File: config.mk
export PLATFORM = sky130hd
export DESIGN_NAME = wdtit_top
export DESIGN_NICKNAME = d
export VERILOG_FILES = /design/src/rtl/wdtit_pkg.sv /design/src/rtl/wdtit_top.sv /design/src/rtl/wdtit_sync.sv
export SDC_FILE = /design/constraint.sdc
export NUM_CORES = 1
export LEC_CHECK = 0
export BUFFER_PORTS_ARGS = -buffer_cell sky130_fd_sc_hd__buf_2
export CORE_MARGIN = 8
export CORE_UTILIZATION = 50
export CTS_CLUSTER_DIAMETER = 120
export DETAILED_ROUTE_END_ITERATION = 12
export GPL_TIMING_DRIVEN = 0
export PLACE_DENSITY = 0.79
export SLEW_MARGIN = 25
export SYNTH_ARGS = -nofsm -noshare
export SYNTH_HDL_FRONTEND = slang
export SYNTH_SLANG_ARGS = --single-unit
File: constraint.sdc
create_clock -name pclk -period 2.8 [get_ports pclk]
set_input_delay 0.42 -clock pclk [delete_from_list [all_inputs] [get_ports pclk]]
set_output_delay 0.42 -clock pclk [all_outputs]
set_load 0.05 [all_outputs]
File: src/rtl/wdtit_pkg.sv
package wdtit_pkg;

  // ==========================================================================
  // Register map (byte addresses, one 32-bit word each)
  // ==========================================================================
  localparam int          ADDR_W     = 12;
  localparam logic [11:0] OFS_CTRL   = 12'h000;  // Timeout select, interval run, lock
  localparam logic [11:0] OFS_FEED   = 12'h004;  // Key writes, reads zero
  localparam logic [11:0] OFS_STAT   = 12'h008;  // Sticky events, read clears
  localparam logic [11:0] OFS_MASK   = 12'h00C;  // Interrupt enables, same layout
  localparam logic [11:0] OFS_COUNT  = 12'h010;  // Live counter value

  // ==========================================================================
  // Field layouts and reset values
  // ==========================================================================
  localparam int          SEL_W      = 3;
  localparam int          CTRL_W     = 4;
  localparam int          CTRL_RUN   = 3;        // Interval timer run, only without watchdog
  localparam int          CTRL_LOCK  = 4;        // Read-back: control write used up
  localparam int          CTRL_WDON  = 5;        // Read-back: watchdog function active
  localparam logic [3:0]  CTRL_RST   = 4'h7;     // Longest period, interval timer stopped
  localparam int          ST_W       = 3;
  localparam int          ST_WDTO    = 0;        // Watchdog timeout reset issued
  localparam int          ST_INTV    = 1;        // Interval period elapsed
  localparam int          ST_BADFEED = 2;        // Key write out of order
  localparam logic [2:0]  MASK_RST   = 3'h0;
  localparam logic [7:0]  KEY_FIRST  = 8'h1E;
  localparam logic [7:0]  KEY_SECOND = 8'hE1;

  // ==========================================================================
  // Timing
  // ==========================================================================
  localparam int          CLK_HZ       = 25_000_000;
  localparam int          RST_PULSE_NS = 1000;
  localparam int          RST_PULSE_CYC = (RST_PULSE_NS * (CLK_HZ / 1_000_000) + 999) / 1000;
  localparam int          PULSE_W      = 5;
  localparam int          TO_MIN_MS    = 16;
  localparam int          TO_MAX_MS    = 2100;     // Nominal upper end, 16 ms doubled 7 times
  localparam int          WDT_OSC_HZ   = 32_000;   // Nominal watchdog RC oscillator rate
  localparam int          CNT_W        = 17;
  localparam logic [16:0] WDT_BASE_TICKS = 17'(TO_MIN_MS * WDT_OSC_HZ / 1000);
  localparam int          SYNC_W       = 5;

  // ==========================================================================
  // Reset sequencer states
  // ==========================================================================
  typedef enum logic [1:0] {
    RS_IDLE  = 2'b00,
    RS_PULSE = 2'b01,
    RS_WAKE  = 2'b10
  } wdtit_rst_state_t;

  // Ticks of one full period for a select code
  function automatic logic [16:0] wdtit_limit(input logic [2:0] sel, input logic [16:0] base);
    wdtit_limit = base << sel;
  endfunction : wdtit_limit

endpackage : wdtit_pkg

File: src/rtl/wdtit_top.sv
// The register addresses and the APB interface to the registers were chosen for this implementation.
`timescale 1ns/1ps
// Functional notes
// - With watchdog enabled, counter advances on the independent watchdog oscillator only.
// - Enabled watchdog resets the CPU on timeout; software cannot stop it.
// - Disabled watchdog runs as interval timer raising an interrupt, never a reset.
// - Three-bit select chooses one of eight periods, 16 ms to about 2.1 s.
// - With watchdog enabled, only the first control write after reset takes effect.
// - Counting continues without the CPU clock, so a dead oscillator causes reset.
// - Another chip reset source holds the watchdog inactive while it lasts.
// - A feed is key 1E then key E1 written to the feed register.
// - Other accesses between the two key writes do not spoil the feed.
// - A wrong sequence only sets the bad-feed status; timeout stays at its scheduled moment.
// - Timeout drives the internal reset for about one microsecond.
// - Timeout in power down restarts the oscillator; run resumes once it is stable.
module wdtit_top #(
  parameter logic [16:0] BASE_TICKS = wdtit_pkg::WDT_BASE_TICKS  // Ticks of the shortest period
) (
  input  wire logic                          pclk,             // APB clock, 25 MHz
  input  wire logic                          presetn,          // Async reset, active low
  input  wire logic                          psel,             // APB select
  input  wire logic                          penable,          // APB access phase
  input  wire logic                          pwrite,           // APB direction
  input  wire logic [wdtit_pkg::ADDR_W-1:0]  paddr,            // APB byte address
  input  wire logic [31:0]                   pwdata,           // APB write data
  output logic      [31:0]                   prdata,           // APB read data
  output logic                               pready,           // APB ready
  output logic                               pslverr,          // APB error, unmapped address
  input  wire logic                          wdt_osc_clk,      // Independent watchdog oscillator
  input  wire logic                          watchdog_function_enable_cfg, // Config bit, 1 = watchdog
  input  wire logic                          other_reset,      // Power-on, brownout or pin reset
  input  wire logic                          power_down,       // Chip in power down
  input  wire logic                          osc_stable,       // Main oscillator stable
  output logic                               wdt_cpu_reset,    // Internal CPU reset, active high
  output logic                               osc_restart_req,  // Start main oscillator
  output logic                               exec_hold,        // Hold execution until stable
  output logic                               irq               // Level interrupt
);
  import wdtit_pkg::*;

  // ==========================================================================
  // Input synchronisation
  // ==========================================================================
  logic [SYNC_W-1:0] sync_q;
  logic              osc_s;
  logic              cfg_s;
  logic              other_s;
  logic              pd_s;
  logic              stable_s;

  wdtit_sync u_sync (
    .clk   (pclk),
    .rst_n (presetn),
    .d_in  ({osc_stable, power_down, other_reset, watchdog_function_enable_cfg, wdt_osc_clk}),
    .q_out (sync_q)
  );

  assign osc_s    = sync_q[0];
  assign cfg_s    = sync_q[1];
  assign other_s  = sync_q[2];
  assign pd_s     = sync_q[3];
  assign stable_s = sync_q[4];

  // ==========================================================================
  // State declarations
  // ==========================================================================
  logic                  wd_on_r;
  logic [1:0]            cfg_age_r;
  logic                  osc_prev_r;
  logic [CTRL_W-1:0]     ctrl_r;
  logic                  ctrl_once_r;
  logic                  feed_armed_r;
  logic [ST_W-1:0]       stat_r;
  logic [ST_W-1:0]       mask_r;
  logic [CNT_W-1:0]      cnt_r;
  logic [PULSE_W-1:0]    pulse_cnt_r;
  logic                  wake_pend_r;
  wdtit_rst_state_t      rs_r;

  // Address decode shared by the read and write paths
  function automatic logic [2:0] reg_index(input logic [ADDR_W-1:0] a, output logic hit);
    hit = 1'b1;
    if (a == OFS_CTRL) begin
      reg_index = 3'h0;
    end else if (a == OFS_FEED) begin
      reg_index = 3'h1;
    end else if (a == OFS_STAT) begin
      reg_index = 3'h2;
    end else if (a == OFS_MASK) begin
      reg_index = 3'h3;
    end else if (a == OFS_COUNT) begin
      reg_index = 3'h4;
    end else begin
      reg_index = 3'h7;
      hit       = 1'b0;
    end
  endfunction : reg_index

  // ==========================================================================
  // APB slave: one wait state, read data captured as pready rises, write data as the access ends
  // ==========================================================================
  logic       acc_first;
  logic       fire;
  logic       addr_hit;
  logic [2:0] addr_idx;
  logic       wr_ctrl;
  logic       wr_feed;
  logic       wr_mask;
  logic       rd_stat;

  always_comb begin
    addr_idx = reg_index(paddr, addr_hit);
  end

  assign acc_first = psel & penable & ~pready;
  assign fire      = psel & penable & pready;
  assign wr_ctrl   = fire & pwrite & (addr_idx == 3'h0);
  assign wr_feed   = fire & pwrite & (addr_idx == 3'h1);
  assign wr_mask   = fire & pwrite & (addr_idx == 3'h3);
  assign rd_stat   = fire & ~pwrite & (addr_idx == 3'h2);

  // Handshake and error flag
  always_ff @(posedge pclk or negedge presetn) begin
    if (!presetn) begin
      pready  <= 1'b0;
      pslverr <= 1'b0;
    end else begin
      pready  <= acc_first;
      pslverr <= acc_first & ~addr_hit;
    end
  end

  // Read data is sampled one edge before the access ends
  always_ff @(posedge pclk or negedge presetn) begin
    if (!presetn) begin
      prdata <= 32'h0000_0000;
    end else if (acc_first && !pwrite) begin
      if (addr_idx == 3'h0) begin
        prdata <= {26'h0, wd_on_r, ctrl_once_r, ctrl_r};
      end else if (addr_idx == 3'h2) begin
        prdata <= {29'h0, stat_r};
      end else if (addr_idx == 3'h3) begin
        prdata <= {29'h0, mask_r};
      end else if (addr_idx == 3'h4) begin
        prdata <= {15'h0, cnt_r};
      end else begin
        prdata <= 32'h0000_0000;
      end
    end
  end

  // ==========================================================================
  // Configuration strap, caught once the synchroniser has filled after reset
  // ==========================================================================
  always_ff @(posedge pclk or negedge presetn) begin
    if (!presetn) begin
      cfg_age_r <= 2'h0;
      wd_on_r   <= 1'b0;
    end else if (cfg_age_r != 2'h3) begin
      cfg_age_r <= cfg_age_r + 2'h1;
      wd_on_r   <= (cfg_age_r == 2'h2) ? cfg_s : wd_on_r;
    end
  end

  // ==========================================================================
  // Control register and feed sequence; chip resets restore them
  // ==========================================================================
  logic int_rst;
  logic feed_done;
  logic feed_bad;

  assign int_rst   = other_s | wdt_cpu_reset;
  assign feed_done = wr_feed & feed_armed_r & (pwdata[7:0] == KEY_SECOND);
  assign feed_bad  = wr_feed & (pwdata[7:0] != KEY_FIRST) & ~feed_done;

  // Watchdog mode locks control after the first write
  always_ff @(posedge pclk or negedge presetn) begin
    if (!presetn) begin
      ctrl_r      <= CTRL_RST;
      ctrl_once_r <= 1'b0;
    end else if (int_rst) begin
      ctrl_r      <= CTRL_RST;
      ctrl_once_r <= 1'b0;
    end else if (wr_ctrl && !(wd_on_r && ctrl_once_r)) begin
      ctrl_r      <= pwdata[CTRL_W-1:0];
      ctrl_once_r <= wd_on_r;
    end
  end

  // Arming survives unrelated accesses; a first key always re-arms
  always_ff @(posedge pclk or negedge presetn) begin
    if (!presetn) begin
      feed_armed_r <= 1'b0;
    end else if (int_rst) begin
      feed_armed_r <= 1'b0;
    end else if (wr_feed) begin
      feed_armed_r <= (pwdata[7:0] == KEY_FIRST);
    end
  end

  // ==========================================================================
  // Period counter on the watchdog oscillator
  // ==========================================================================
  logic              osc_tick;
  logic              running;
  logic [CNT_W-1:0]  limit;
  logic              expire;

  assign osc_tick = osc_s & ~osc_prev_r;
  assign running  = wd_on_r | ctrl_r[CTRL_RUN];
  assign limit    = wdtit_limit(ctrl_r[SEL_W-1:0], BASE_TICKS);
  assign expire   = running & ~int_rst & osc_tick & (cnt_r == limit - 17'h1);

  // Edge memory of the synchronised oscillator
  always_ff @(posedge pclk or negedge presetn) begin
    if (!presetn) begin
      osc_prev_r <= 1'b0;
    end else begin
      osc_prev_r <= osc_s;
    end
  end

  // Independent of any CPU clock state, so a failed oscillator still expires
  always_ff @(posedge pclk or negedge presetn) begin
    if (!presetn) begin
      cnt_r <= '0;
    end else if (int_rst) begin
      cnt_r <= '0;
    end else if (feed_done) begin
      cnt_r <= '0;
    end else if (running && osc_tick) begin
      cnt_r <= expire ? '0 : cnt_r + 17'h1;
    end
  end

  // ==========================================================================
  // Reset pulse and power-down wake sequencer
  // ==========================================================================
  always_ff @(posedge pclk or negedge presetn) begin
    if (!presetn) begin
      rs_r            <= RS_IDLE;
      pulse_cnt_r     <= '0;
      wake_pend_r     <= 1'b0;
      wdt_cpu_reset   <= 1'b0;
      osc_restart_req <= 1'b0;
      exec_hold       <= 1'b0;
    end else begin
      case (rs_r)
        RS_IDLE: begin
          if (expire && wd_on_r) begin
            rs_r            <= RS_PULSE;
            pulse_cnt_r     <= '0;
            wdt_cpu_reset   <= 1'b1;
            wake_pend_r     <= pd_s;
            osc_restart_req <= pd_s;
          end
        end
        RS_PULSE: begin
          if (pulse_cnt_r == PULSE_W'(RST_PULSE_CYC - 1)) begin
            wdt_cpu_reset <= 1'b0;
            rs_r          <= wake_pend_r ? RS_WAKE : RS_IDLE;
            exec_hold     <= wake_pend_r;
          end else begin
            pulse_cnt_r <= pulse_cnt_r + 5'h01;
          end
        end
        RS_WAKE: begin
          if (stable_s) begin
            exec_hold       <= 1'b0;
            osc_restart_req <= 1'b0;
            wake_pend_r     <= 1'b0;
            rs_r            <= RS_IDLE;
          end
        end
        default: begin
          rs_r <= RS_IDLE;
        end
      endcase
    end
  end

  // ==========================================================================
  // Sticky status, mask and interrupt
  // ==========================================================================
  logic [ST_W-1:0] stat_set;

  assign stat_set = {feed_bad, expire & ~wd_on_r, expire & wd_on_r};

  // Read clears only what the read returned; a new set always wins
  always_ff @(posedge pclk or negedge presetn) begin
    if (!presetn) begin
      stat_r <= '0;
    end else begin
      stat_r <= (stat_r & ~(rd_stat ? prdata[ST_W-1:0] : 3'h0)) | stat_set;
    end
  end

  // Interrupt enables
  always_ff @(posedge pclk or negedge presetn) begin
    if (!presetn) begin
      mask_r <= MASK_RST;
    end else if (wr_mask) begin
      mask_r <= pwdata[ST_W-1:0];
    end
  end

  // Registered output; lags the status by one cycle
  always_ff @(posedge pclk or negedge presetn) begin
    if (!presetn) begin
      irq <= 1'b0;
    end else begin
      irq <= |(stat_r & mask_r);
    end
  end
endmodule : wdtit_top

File: src/rtl/wdtit_sync.sv
`timescale 1ns/1ps
module wdtit_sync (
  input  wire logic                          clk,      // Destination clock
  input  wire logic                          rst_n,    // Async reset, active low
  input  wire logic [wdtit_pkg::SYNC_W-1:0]  d_in,     // Asynchronous levels
  output logic      [wdtit_pkg::SYNC_W-1:0]  q_out     // Synchronised levels
);
  import wdtit_pkg::*;

  logic [SYNC_W-1:0] meta_r;

  // ==========================================================================
  // Two-stage synchroniser; first stage feeds only the second
  // ==========================================================================
  always_ff @(posedge clk or negedge rst_n) begin
    if (!rst_n) begin
      meta_r <= '0;
      q_out  <= '0;
    end else begin
      meta_r <= d_in;
      q_out  <= meta_r;
    end
  end

endmodule : wdtit_sync

## After elaboration in Yosys (flattened, before gate mapping)

Index checks and enable logic that the tools add are counted.

| storage, ports and cells | value |
|---|---|
| input port bits | 54 |
| word-level logic and storage cells | 143 |
| output and inout port bits | 38 |
| register bits after elaboration | 88 |

| cells by class | value |
|---|---|
| bitwise operators | 33 |
| reductions and logical operators | 23 |
| add/sub/neg operators | 4 |
| equal/unequal tests | 21 |
| shift operators | 1 |
| muxes and demuxes | 41 |

Operators with widths:

| operator | count |
|---|---|
| 17-bit two-way mux | 8 |
| 12-bit by 4-bit == test with 1-bit output, second input constant | 2 |
| 1-bit AND | 20 |
| 17-bit by 1-bit adder with 17-bit output, second input constant | 1 |
| 17-bit == test | 1 |
| 10-bit by 3-bit << shifter with 17-bit output, first input constant | 1 |
| 17-bit by 1-bit subtractor with 17-bit output, second input constant | 1 |
| 3-bit two-way mux | 5 |
| 3-bit AND reduction | 5 |
| 1-bit two-way mux | 14 |
| 12-bit by 3-bit == test with 1-bit output, second input constant | 1 |
| 12-bit by 5-bit == test with 1-bit output, second input constant | 1 |
| 12-bit logical NOT | 1 |
| 2-bit two-way mux | 5 |
| 5-bit two-way mux | 2 |
| 5-bit case mux with 2 select lines | 1 |
| 2-bit nonzero test | 5 |
| 8-bit by 5-bit == test with 1-bit output, second input constant | 1 |
| 8-bit == test, second input constant | 1 |
| 4-bit two-way mux | 2 |
| 2-bit != test, second input constant | 4 |
| 8-bit by 5-bit != test with 1-bit output, second input constant | 1 |
| 1-bit NOT | 7 |
| 3-bit AND | 2 |
| 21 further kinds | 31 |

## Logic depth before layout (Yosys ltp)

Gate-level depths: netlist of run 1.

| logic depth | value |
|---|---|
| depth after elaboration | 13 |
| gate-level depth with buffers | 9 |
| mapped depth without buffers | 7 |

## Hierarchy

From an unflattened synthesis of run 1, not the netlist that was laid out.

| second synthesis, totals | value |
|---|---|
| cells, all modules | 367 |
| area, all modules | 3594.7 um^2 |

Modules (own cells, without submodules):

| module | area an instance (um^2) | cells an instance | instances | seq. area each (um^2) |
|---|---|---|---|---|
| wdtit_top | 3344.5 | 357 | 1 | 1580.3 |
| wdtit_sync | 250.2 | 10 | 1 | 250.2 |

## Worst setup path after synthesis of run 1

Ideal clock, no wire load.

| timing | value |
|---|---|
| path kind | flip-flop to flip-flop |
| start point | register ctrl_r[0] |
| end point | register wake_pend_r |
| stages on the path, launching flop included | 9 |
| library setup time | 79 ps |
| required time | 2721 ps |
| clock period less this slack | 2445 ps |
| buffers on the path | 2 |
| setup slack | 355 ps |
| arrival | 2366 ps |
| cells stage by stage | dfstp_2 > buf_2 > or4b_1 > nand3_1 > a21oi_1 > or4_1 > buf_2 > nor4_4 > mux2i_1 |

| between the ends | value |
|---|---|
| word-level cells in the longest chain between the ends | 7 |

Ends and longest elaborated chain:

| element | RTL line | text |
|---|---|---|
| start: declaration | wdtit_top.sv:70 | `logic [CTRL_W-1:0] ctrl_r;` |
| start signal: assignment | wdtit_top.sv:185 | `ctrl_r <= pwdata[CTRL_W-1:0];` |
| 10-bit by 3-bit << shifter with 17-bit output | wdtit_pkg.sv:55 | `wdtit_limit = base << sel;` |
| 17-bit by 1-bit subtractor with 17-bit output | wdtit_top.sv:212 | `assign expire = running & ~int_rst & osc_tick & (cnt_r == limit - 17'h1);` |
| 17-bit == test | wdtit_top.sv:212 |  |
| 1-bit AND | wdtit_top.sv:212 |  |
| 1-bit logical AND | wdtit_top.sv:250 | `if (expire && wd_on_r) begin` |
| 2-bit != test (no source line) | n/a |  |
| 3-bit AND reduction (no source line) | n/a |  |
| end signal: assignment | wdtit_top.sv:254 | `wake_pend_r <= pd_s;` |
| end: declaration | wdtit_top.sv:77 | `logic wake_pend_r;` |

Every way passes these cells.
A chain may end at the register's enable or synchronous reset.

## Worst setup path after layout of run 1

| timing | value |
|---|---|
| start point | register ctrl_r[2] |
| end point | register wake_pend_r |

The elaborated chain is that of the path after synthesis.

==> flow_summary.yaml, run 1 <==
run_status:
  status: "finished clean"
worst_setup_path:
  worstPathRequired_ns: 3.07
  slowest_stage: "or4_4"
  worst-path-stages: 8
  regToRegSetupSlack_ns: 0.07
  crit_chain: "buf_6, or4_1, o22ai_1, nor2_1, or4_4, buf_6, nor4_4, mux2i_1"
  path_delay_family: "simple AND/OR/NAND/NOR gates"
  r2r-start: "ctrl_r[2]$_DFFE_PN1P_"
  worstPathArrival_ns: 3.00
  criticalPathCategory: "flop to flop"
  cp-start-kind: "flop"
  cpMostUsedCell: "buf_6"
  cpPeakStageDelay_ns: 0.52
  cp_max_fo: 10
  reg2reg_to: "wake_pend_r$_DFFE_PN0P_"
  startpoint: "ctrl_r[2]$_DFFE_PN1P_"
  end_kind: "flop"
  crit_buf_inv: 2
  crit_path_end: "wake_pend_r$_DFFE_PN0P_"
  r2r_cells: 8
worst_hold_path:
  hp-class: "input pin to flop"
timing:
  rsz0062_at_grt: "no"
  hold_viol_final: 0
  maxSlewViolCount: 0
  fin_tns_setup_ns: 0
  setup-violations-final: 0
  relSlewSlack_pct: 61.1
  holdWs_ns: 0.170
  finClkSkew_ns: 0.00851
  fin_crit_sh_pct: 97.5
  timing.fmax_ghz: 0.366
  tightest_slew_ns: 0.579
  setup_slack_ns: 0.0712
  fin_crit_ns: 2.73
drt:
  drt_first_pass_iters: 4
  vias: 2891
  viasPerCell: 5.29
  drc: 0
  ant_nets: 0
  wl_per_cell_um: 14.7
  wirelength_mm: 8.00
  first_iter_violations: 141
clock_tree:
  cts_made_buffers: 9
  htreeDepth: 3
  clk_latency_ns: 0.35
  clock_path_buffers: 2
  clock-root-buffer: "clkbuf_8"
  cts.sinks: 73
  clk_pin_slew_worst_paths_ns: 0.08
  cts_tree: "done"
grt:
  grt_max_degree: 51
  gr-total-overflow: 0
  grt_antenna_before_repair: 0
  grt_pass1_wl_mm: 13.3
  grt_pass1_vias: 2908
  grt_use_total_pct: 16.7
cells_and_area:
  final_common_cell: "dfrtp_1"
  drive_gt1_share_pct: 24.9
  nNetsFinal: 504
  diodes: 0
  final_cell_mix: "dfrtp_1 (68), buf_2 (52), nor2_1 (45), nand2_1 (44), o21ai_0 (23)"
  multiInputGateArea_mm2: 0.00157
  final_core_util_pct: 62.4
  fill_cells: 586
  seqCellArea_mm2: 0.00183
  area_growth_pct: 19.9
power_and_ir_drop:
  vdd_drop_max_uv: 278
  p_leak_nw: 1.97
  powerDensity_mw_per_mm2: 488
  p_total_mw: 2.08
yosys:
  synthCells: 363
  ys_ff_latch: 73
  ys_seq_area_share_pct: 51.5
  synth_cell_types: 50
  ys_warn_count: 0
  synth_edf_count: 0
  synth_flop_cell: "dfrtp_1"
  syn-cell-area_mm2: 0.00356
  synth_area_per_cell_um2: 9.80
  async_flop_share_pct: 100
floorplan:
  num_io_pins: 92
  dieArea_mm2: 0.0101
  die_h_um: 100
  die_w_um: 100
  start_util_pct: 52.1
  rows: 30
  coreArea_mm2: 0.00683
placed_design:
  io_buffer_count: 51
  hpwlAfterDp_mm: 5.86
  routabilityCongestion: 0.852
  post-place-ws_ns: 0.0165
job:
  max_cap_viol_count: 0
## final cells by class
type / count / share of cell area (%)
Buffer: 28 / 4.46
Clock buffer: 10 / 2.99
Clock inverter: 6 / 1.03
Inverter: 12 / 1.06
Multi-Input combinational cell: 263 / 36.9
Sequential cell: 73 / 43.0
Tap cell: 96 / 2.82
Timing Repair Buffer: 58 / 7.81
## registers in the layout, indices dropped and copies added (netlist names), 2 cells and up
signal	count
cfg_age_r	2
prdata	17
u_sync.q_out	5
ctrl_r	4
u_sync.meta_r	5
pulse_cnt_r	5
cnt_r	17
rs_r	2
mask_r	3
stat_r	3
## worst min path at each step
stage	start	endpoint	cells after the start
3_3_place_gp	u_sync.meta_r[1]$_DFF_PN0_	u_sync.q_out[1]$_DFF_PN0_	0
2_1_floorplan	presetn	cfg_age_r[0]$_DFFE_PN0P_	0
3_5_place_dp	u_sync.meta_r[4]$_DFF_PN0_	u_sync.q_out[4]$_DFF_PN0_	0
6_report	power_down	u_sync.meta_r[3]$_DFF_PN0_	1
4_1_cts	power_down	u_sync.meta_r[3]$_DFF_PN0_	1
5_1_grt	other_reset	u_sync.meta_r[2]$_DFF_PN0_	1
## worst register-to-register path, delay by kind of cell, from the launching register on
| family | cells | cell delay, ns |
|---|---|---|
| AOI/OAI and AO/OA | 1 | 0.18 |
| buffers and inverters | 2 | 0.28 |
| DFF | 1 | 0.37 |
| muxes | 1 | 0.26 |
| and+or+nand+nor | 4 | 1.57 |
## cells in the mapped netlist (all sizes together) (3+ instances only)
master,n,share of area (%)
nand4,10,1.8
nor2,45,4.8
inv,12,1.3
or2,3,0.53
nand3,13,1.8
mux2,3,0.95
a21oi,13,1.8
nand2b,5,0.88
a221oi,3,0.74
nor3,5,0.70
dfrtp,70,49
xnor2,11,2.7
nor4,5,1.3
mux2i,10,2.8
nor3b,4,0.84
clkbuf,7,0.74
a211oi,5,1.1
nand2,44,4.6
o21ai,23,3.2
ha,5,1.8
xor2,9,2.2
buf,22,4.5
dfstp,3,2.2
## cell families (layout without fill, tap and decap cells)
group,after synthesis,in the layout,synth area share [%]
AO/OA/AOI/OAI,58,58,10.3
XOR/XNOR,20,20,4.93
adder cells (fa/ha/maj),5,5,1.76
buffers and inverters,41,114,6.51
flip-flops,73,73,51.5
multiplexers,13,13,3.76
other,1,15,0.105
AND/OR/NAND/NOR,152,152,21.2
## stage by stage
stage	cell area [um^2]	cells
after detailed placement	4010	525
final	4260	546
after CTS	4200	542
after floorplan	3610	377
after global routing	4260	546
after global placement	3980	524
## per-layer routing
layer | GRT usage [%] | up-vias | wire [um]
li1 | - | 1387 | -
met1 | 19.0 | 1380 | 3380
met2 | 28.0 | 103 | 3810
met3 | 4.84 | 21 | 628
met4 | 8.60 | 0 | 186
met5 | 0 | - | 0
## repair_timing
item,CTS,global route
gates resized for setup,0,11
endpoints found under the hold margin,21,0
setup endpoints to repair,0,15
hold buffers,1,0
buffers inserted,0,5
## where the power goes
part	internal, mW	switching (mW)	total [mW]
logic	0.0672	0.189	0.256
clock network	0.324	0.404	0.729
registers	1.08	0.0153	1.10
total	1.47	0.609	2.08
(Power assumes the default switching activity.)
==> run 2, diff against run 1 <==
--- a/config.mk
+++ b/config.mk
@@ -6,12 +6,12 @@
 export NUM_CORES = 1
 export LEC_CHECK = 0
 export BUFFER_PORTS_ARGS = -buffer_cell sky130_fd_sc_hd__buf_2
-export CORE_MARGIN = 8
-export CORE_UTILIZATION = 50
+export CORE_MARGIN = 10
+export CORE_UTILIZATION = 32
 export CTS_CLUSTER_DIAMETER = 120
 export DETAILED_ROUTE_END_ITERATION = 12
 export GPL_TIMING_DRIVEN = 0
-export PLACE_DENSITY = 0.79
+export PLACE_DENSITY = 0.56
 export SLEW_MARGIN = 25
 export SYNTH_ARGS = -nofsm -noshare
 export SYNTH_HDL_FRONTEND = slang
==> run 2 against run 1 <==
Effect of this change:
- sequential share of layout area is 0.38 points lower
- combinational power hardly changed
- die area grew 56%
- largest cell class unchanged
- global-route usage fell by 5.3 points
- highest routed layer unchanged
- setup slack better by 0.050 ns
- design area is 0.76% higher
- cell count is 7.3% higher
- core utilization decreased by 23 points
- critical path depth is the same
==> flow_summary.yaml, run 2 (same netlist as run 1, synthesis figures left out) <==
floorplan:
  die_w_um: 125
  coreArea_mm2: 0.0108
  start_util_pct: 32.8
  rows: 38
  num_io_pins: 92
  die_h_um: 125
  dieArea_mm2: 0.0157
timing:
  hold_viol_final: 0
  maxSlewViolCount: 0
  fin_crit_ns: 2.68
  holdWs_ns: 0.172
  setup-violations-final: 0
  timing.fmax_ghz: 0.373
  setup_slack_ns: 0.122
  rsz0062_at_grt: "no"
  tightest_slew_ns: 0.663
  relSlewSlack_pct: 55.7
  finClkSkew_ns: 0.0126
  fin_crit_sh_pct: 95.7
clock_tree:
  cts_made_buffers: 9
  clock-root-buffer: "clkbuf_8"
  clk_pin_slew_worst_paths_ns: 0.08
  clock_path_buffers: 2
  cts.sinks: 73
  htreeDepth: 3
  cts_tree: "done"
  clk_latency_ns: 0.35
worst_setup_path:
  crit_chain: "or4b_1, nand3_1, a21oi_1, or4_1, buf_2, nor4_4, buf_4, mux2i_1"
  crit_buf_inv: 2
  end_kind: "flop"
  criticalPathCategory: "flop to flop"
  crit_path_end: "wake_pend_r$_DFFE_PN0P_"
  cp-start-kind: "flop"
  cp_max_fo: 9
  r2r-start: "ctrl_r[0]$_DFFE_PN1P_"
  cpPeakStageDelay_ns: 0.65
  path_delay_family: "simple AND/OR/NAND/NOR gates"
  r2r_cells: 8
  regToRegSetupSlack_ns: 0.12
  worstPathRequired_ns: 3.08
  startpoint: "ctrl_r[0]$_DFFE_PN1P_"
  slowest_stage: "dfstp_2"
  worstPathArrival_ns: 2.95
  reg2reg_to: "wake_pend_r$_DFFE_PN0P_"
  worst-path-stages: 8
drt:
  wl_per_cell_um: 14.5
  wirelength_mm: 8.48
  ant_nets: 0
  drt_first_pass_iters: 4
  drc: 0
  first_iter_violations: 134
  vias: 2803
  viasPerCell: 4.78
cells_and_area:
  final_cell_mix: "dfrtp_1 (70), buf_2 (53), nor2_1 (45), nand2_1 (44), o21ai_0 (23)"
  final_cells: 586
  reg_top3: "cnt_r x17, prdata x17"
  area_growth_pct: 20.8
  final_core_util_pct: 39.6
  final_common_cell: "dfrtp_1"
  diodes: 0
  drive_gt1_share_pct: 22.9
  nNetsFinal: 500
power_and_ir_drop:
  p_leak_nw: 1.96
  p_sw_mw: 0.602
  powerDensity_mw_per_mm2: 514
  pwr-share-comb_pct: 11.7
  vdd_drop_max_uv: 256
  internal-power_mw: 1.61
  pwr-share-seq_pct: 49.6
  p_total_mw: 2.21
  clkPwrFrac_pct: 38.7
  netSwitchingFraction_pct: 27.2
grt:
  gr-total-overflow: 0
  grt_max_degree: 46
  grt_antenna_before_repair: 0
  grt_pass1_wl_mm: 15.0
  grt_use_total_pct: 11.4
  grt_pass1_vias: 2908
placed_design:
  routabilityCongestion: 0.833
  io_buffer_count: 51
  hpwlAfterDp_mm: 6.37
  post-place-ws_ns: -0.0683
  dp_cells: 569
run_status:
  status: "finished clean"
worst_hold_path:
  hp-class: "input pin to flop"
job:
  max_cap_viol_count: 0
[run 2: routing by layer]
layer | track usage, % | wire [um] | share of wire [%] | vias up
met3 | 3.51 | 470 | 5.5 | 9
met4 | 4.27 | 131 | 1.5 | 0
met2 | 17.5 | 3870 | 46 | 64
met5 | 0 | 0 | 0 | -
li1 | - | - | - | 1387
met1 | 14.7 | 4000 | 47 | 1343
[run 2: area by class of cell]
type	count	area, um^2
Fill cell	1079	6540
Sequential cell	73	1830
Multi-Input combinational cell	263	1550
Timing Repair Buffer	54	303
Buffer	28	184
Tap cell	140	175
Clock buffer	12	155
Clock inverter	4	51.3
Inverter	12	45.0
[run 2: how the worst min path moves through the flow]
stage / end / start / slack (ns) / cells after the start
floorplan: cfg_age_r[0]$_DFFE_PN0P_ / presetn / 0.12 / 0
global placement: u_sync.q_out[4]$_DFF_PN0_ / u_sync.meta_r[4]$_DFF_PN0_ / 0.33 / 0
detailed placement: u_sync.q_out[1]$_DFF_PN0_ / u_sync.meta_r[1]$_DFF_PN0_ / 0.34 / 0
CTS: u_sync.meta_r[2]$_DFF_PN0_ / other_reset / 0.16 / 1
global route: u_sync.meta_r[3]$_DFF_PN0_ / power_down / 0.15 / 1
finish: u_sync.meta_r[2]$_DFF_PN0_ / other_reset / 0.17 / 1
[run 2: worst reg2reg max path: stages (launching register included)]
cell     delay [ns]
dfstp_2        0.65
or4b_1         0.45
nand3_1        0.10
a21oi_1        0.06
or4_1          0.51
buf_2          0.20
nor4_4         0.27
buf_4          0.19
mux2i_1        0.18
[run 2: power by group through the flow]
| stage | registers (mW) | clock network, mW | logic (mW) |
|---|---|---|---|
| finish | 1.10 | 0.855 | 0.259 |
| global route | 1.10 | 0.924 | 0.283 |
| CTS | 1.10 | 0.882 | 0.260 |
| detailed placement | 1.12 | 0 | 0.258 |
| global placement | 1.12 | 0 | 0.252 |
| floorplan | 1.18 | 0 | 0.107 |
[run 2: stage by stage]
step                setup TNS (ns)  instance area, um^2
floorplan                        0                 3610
global placement           -0.0653                 4040
detailed placement          -0.274                 4070
CTS                              0                 4290
global route                     0                 4300
finish                           0                 4300
[run 2: what timing repair did]
item / 4_1_cts / 5_1_grt
gates resized for setup: 0 / 2
endpoints found under the setup margin: 0 / 17
endpoints found under the hold margin: 25 / 0
hold buffers: 1 / 0
setup buffers: 0 / 1
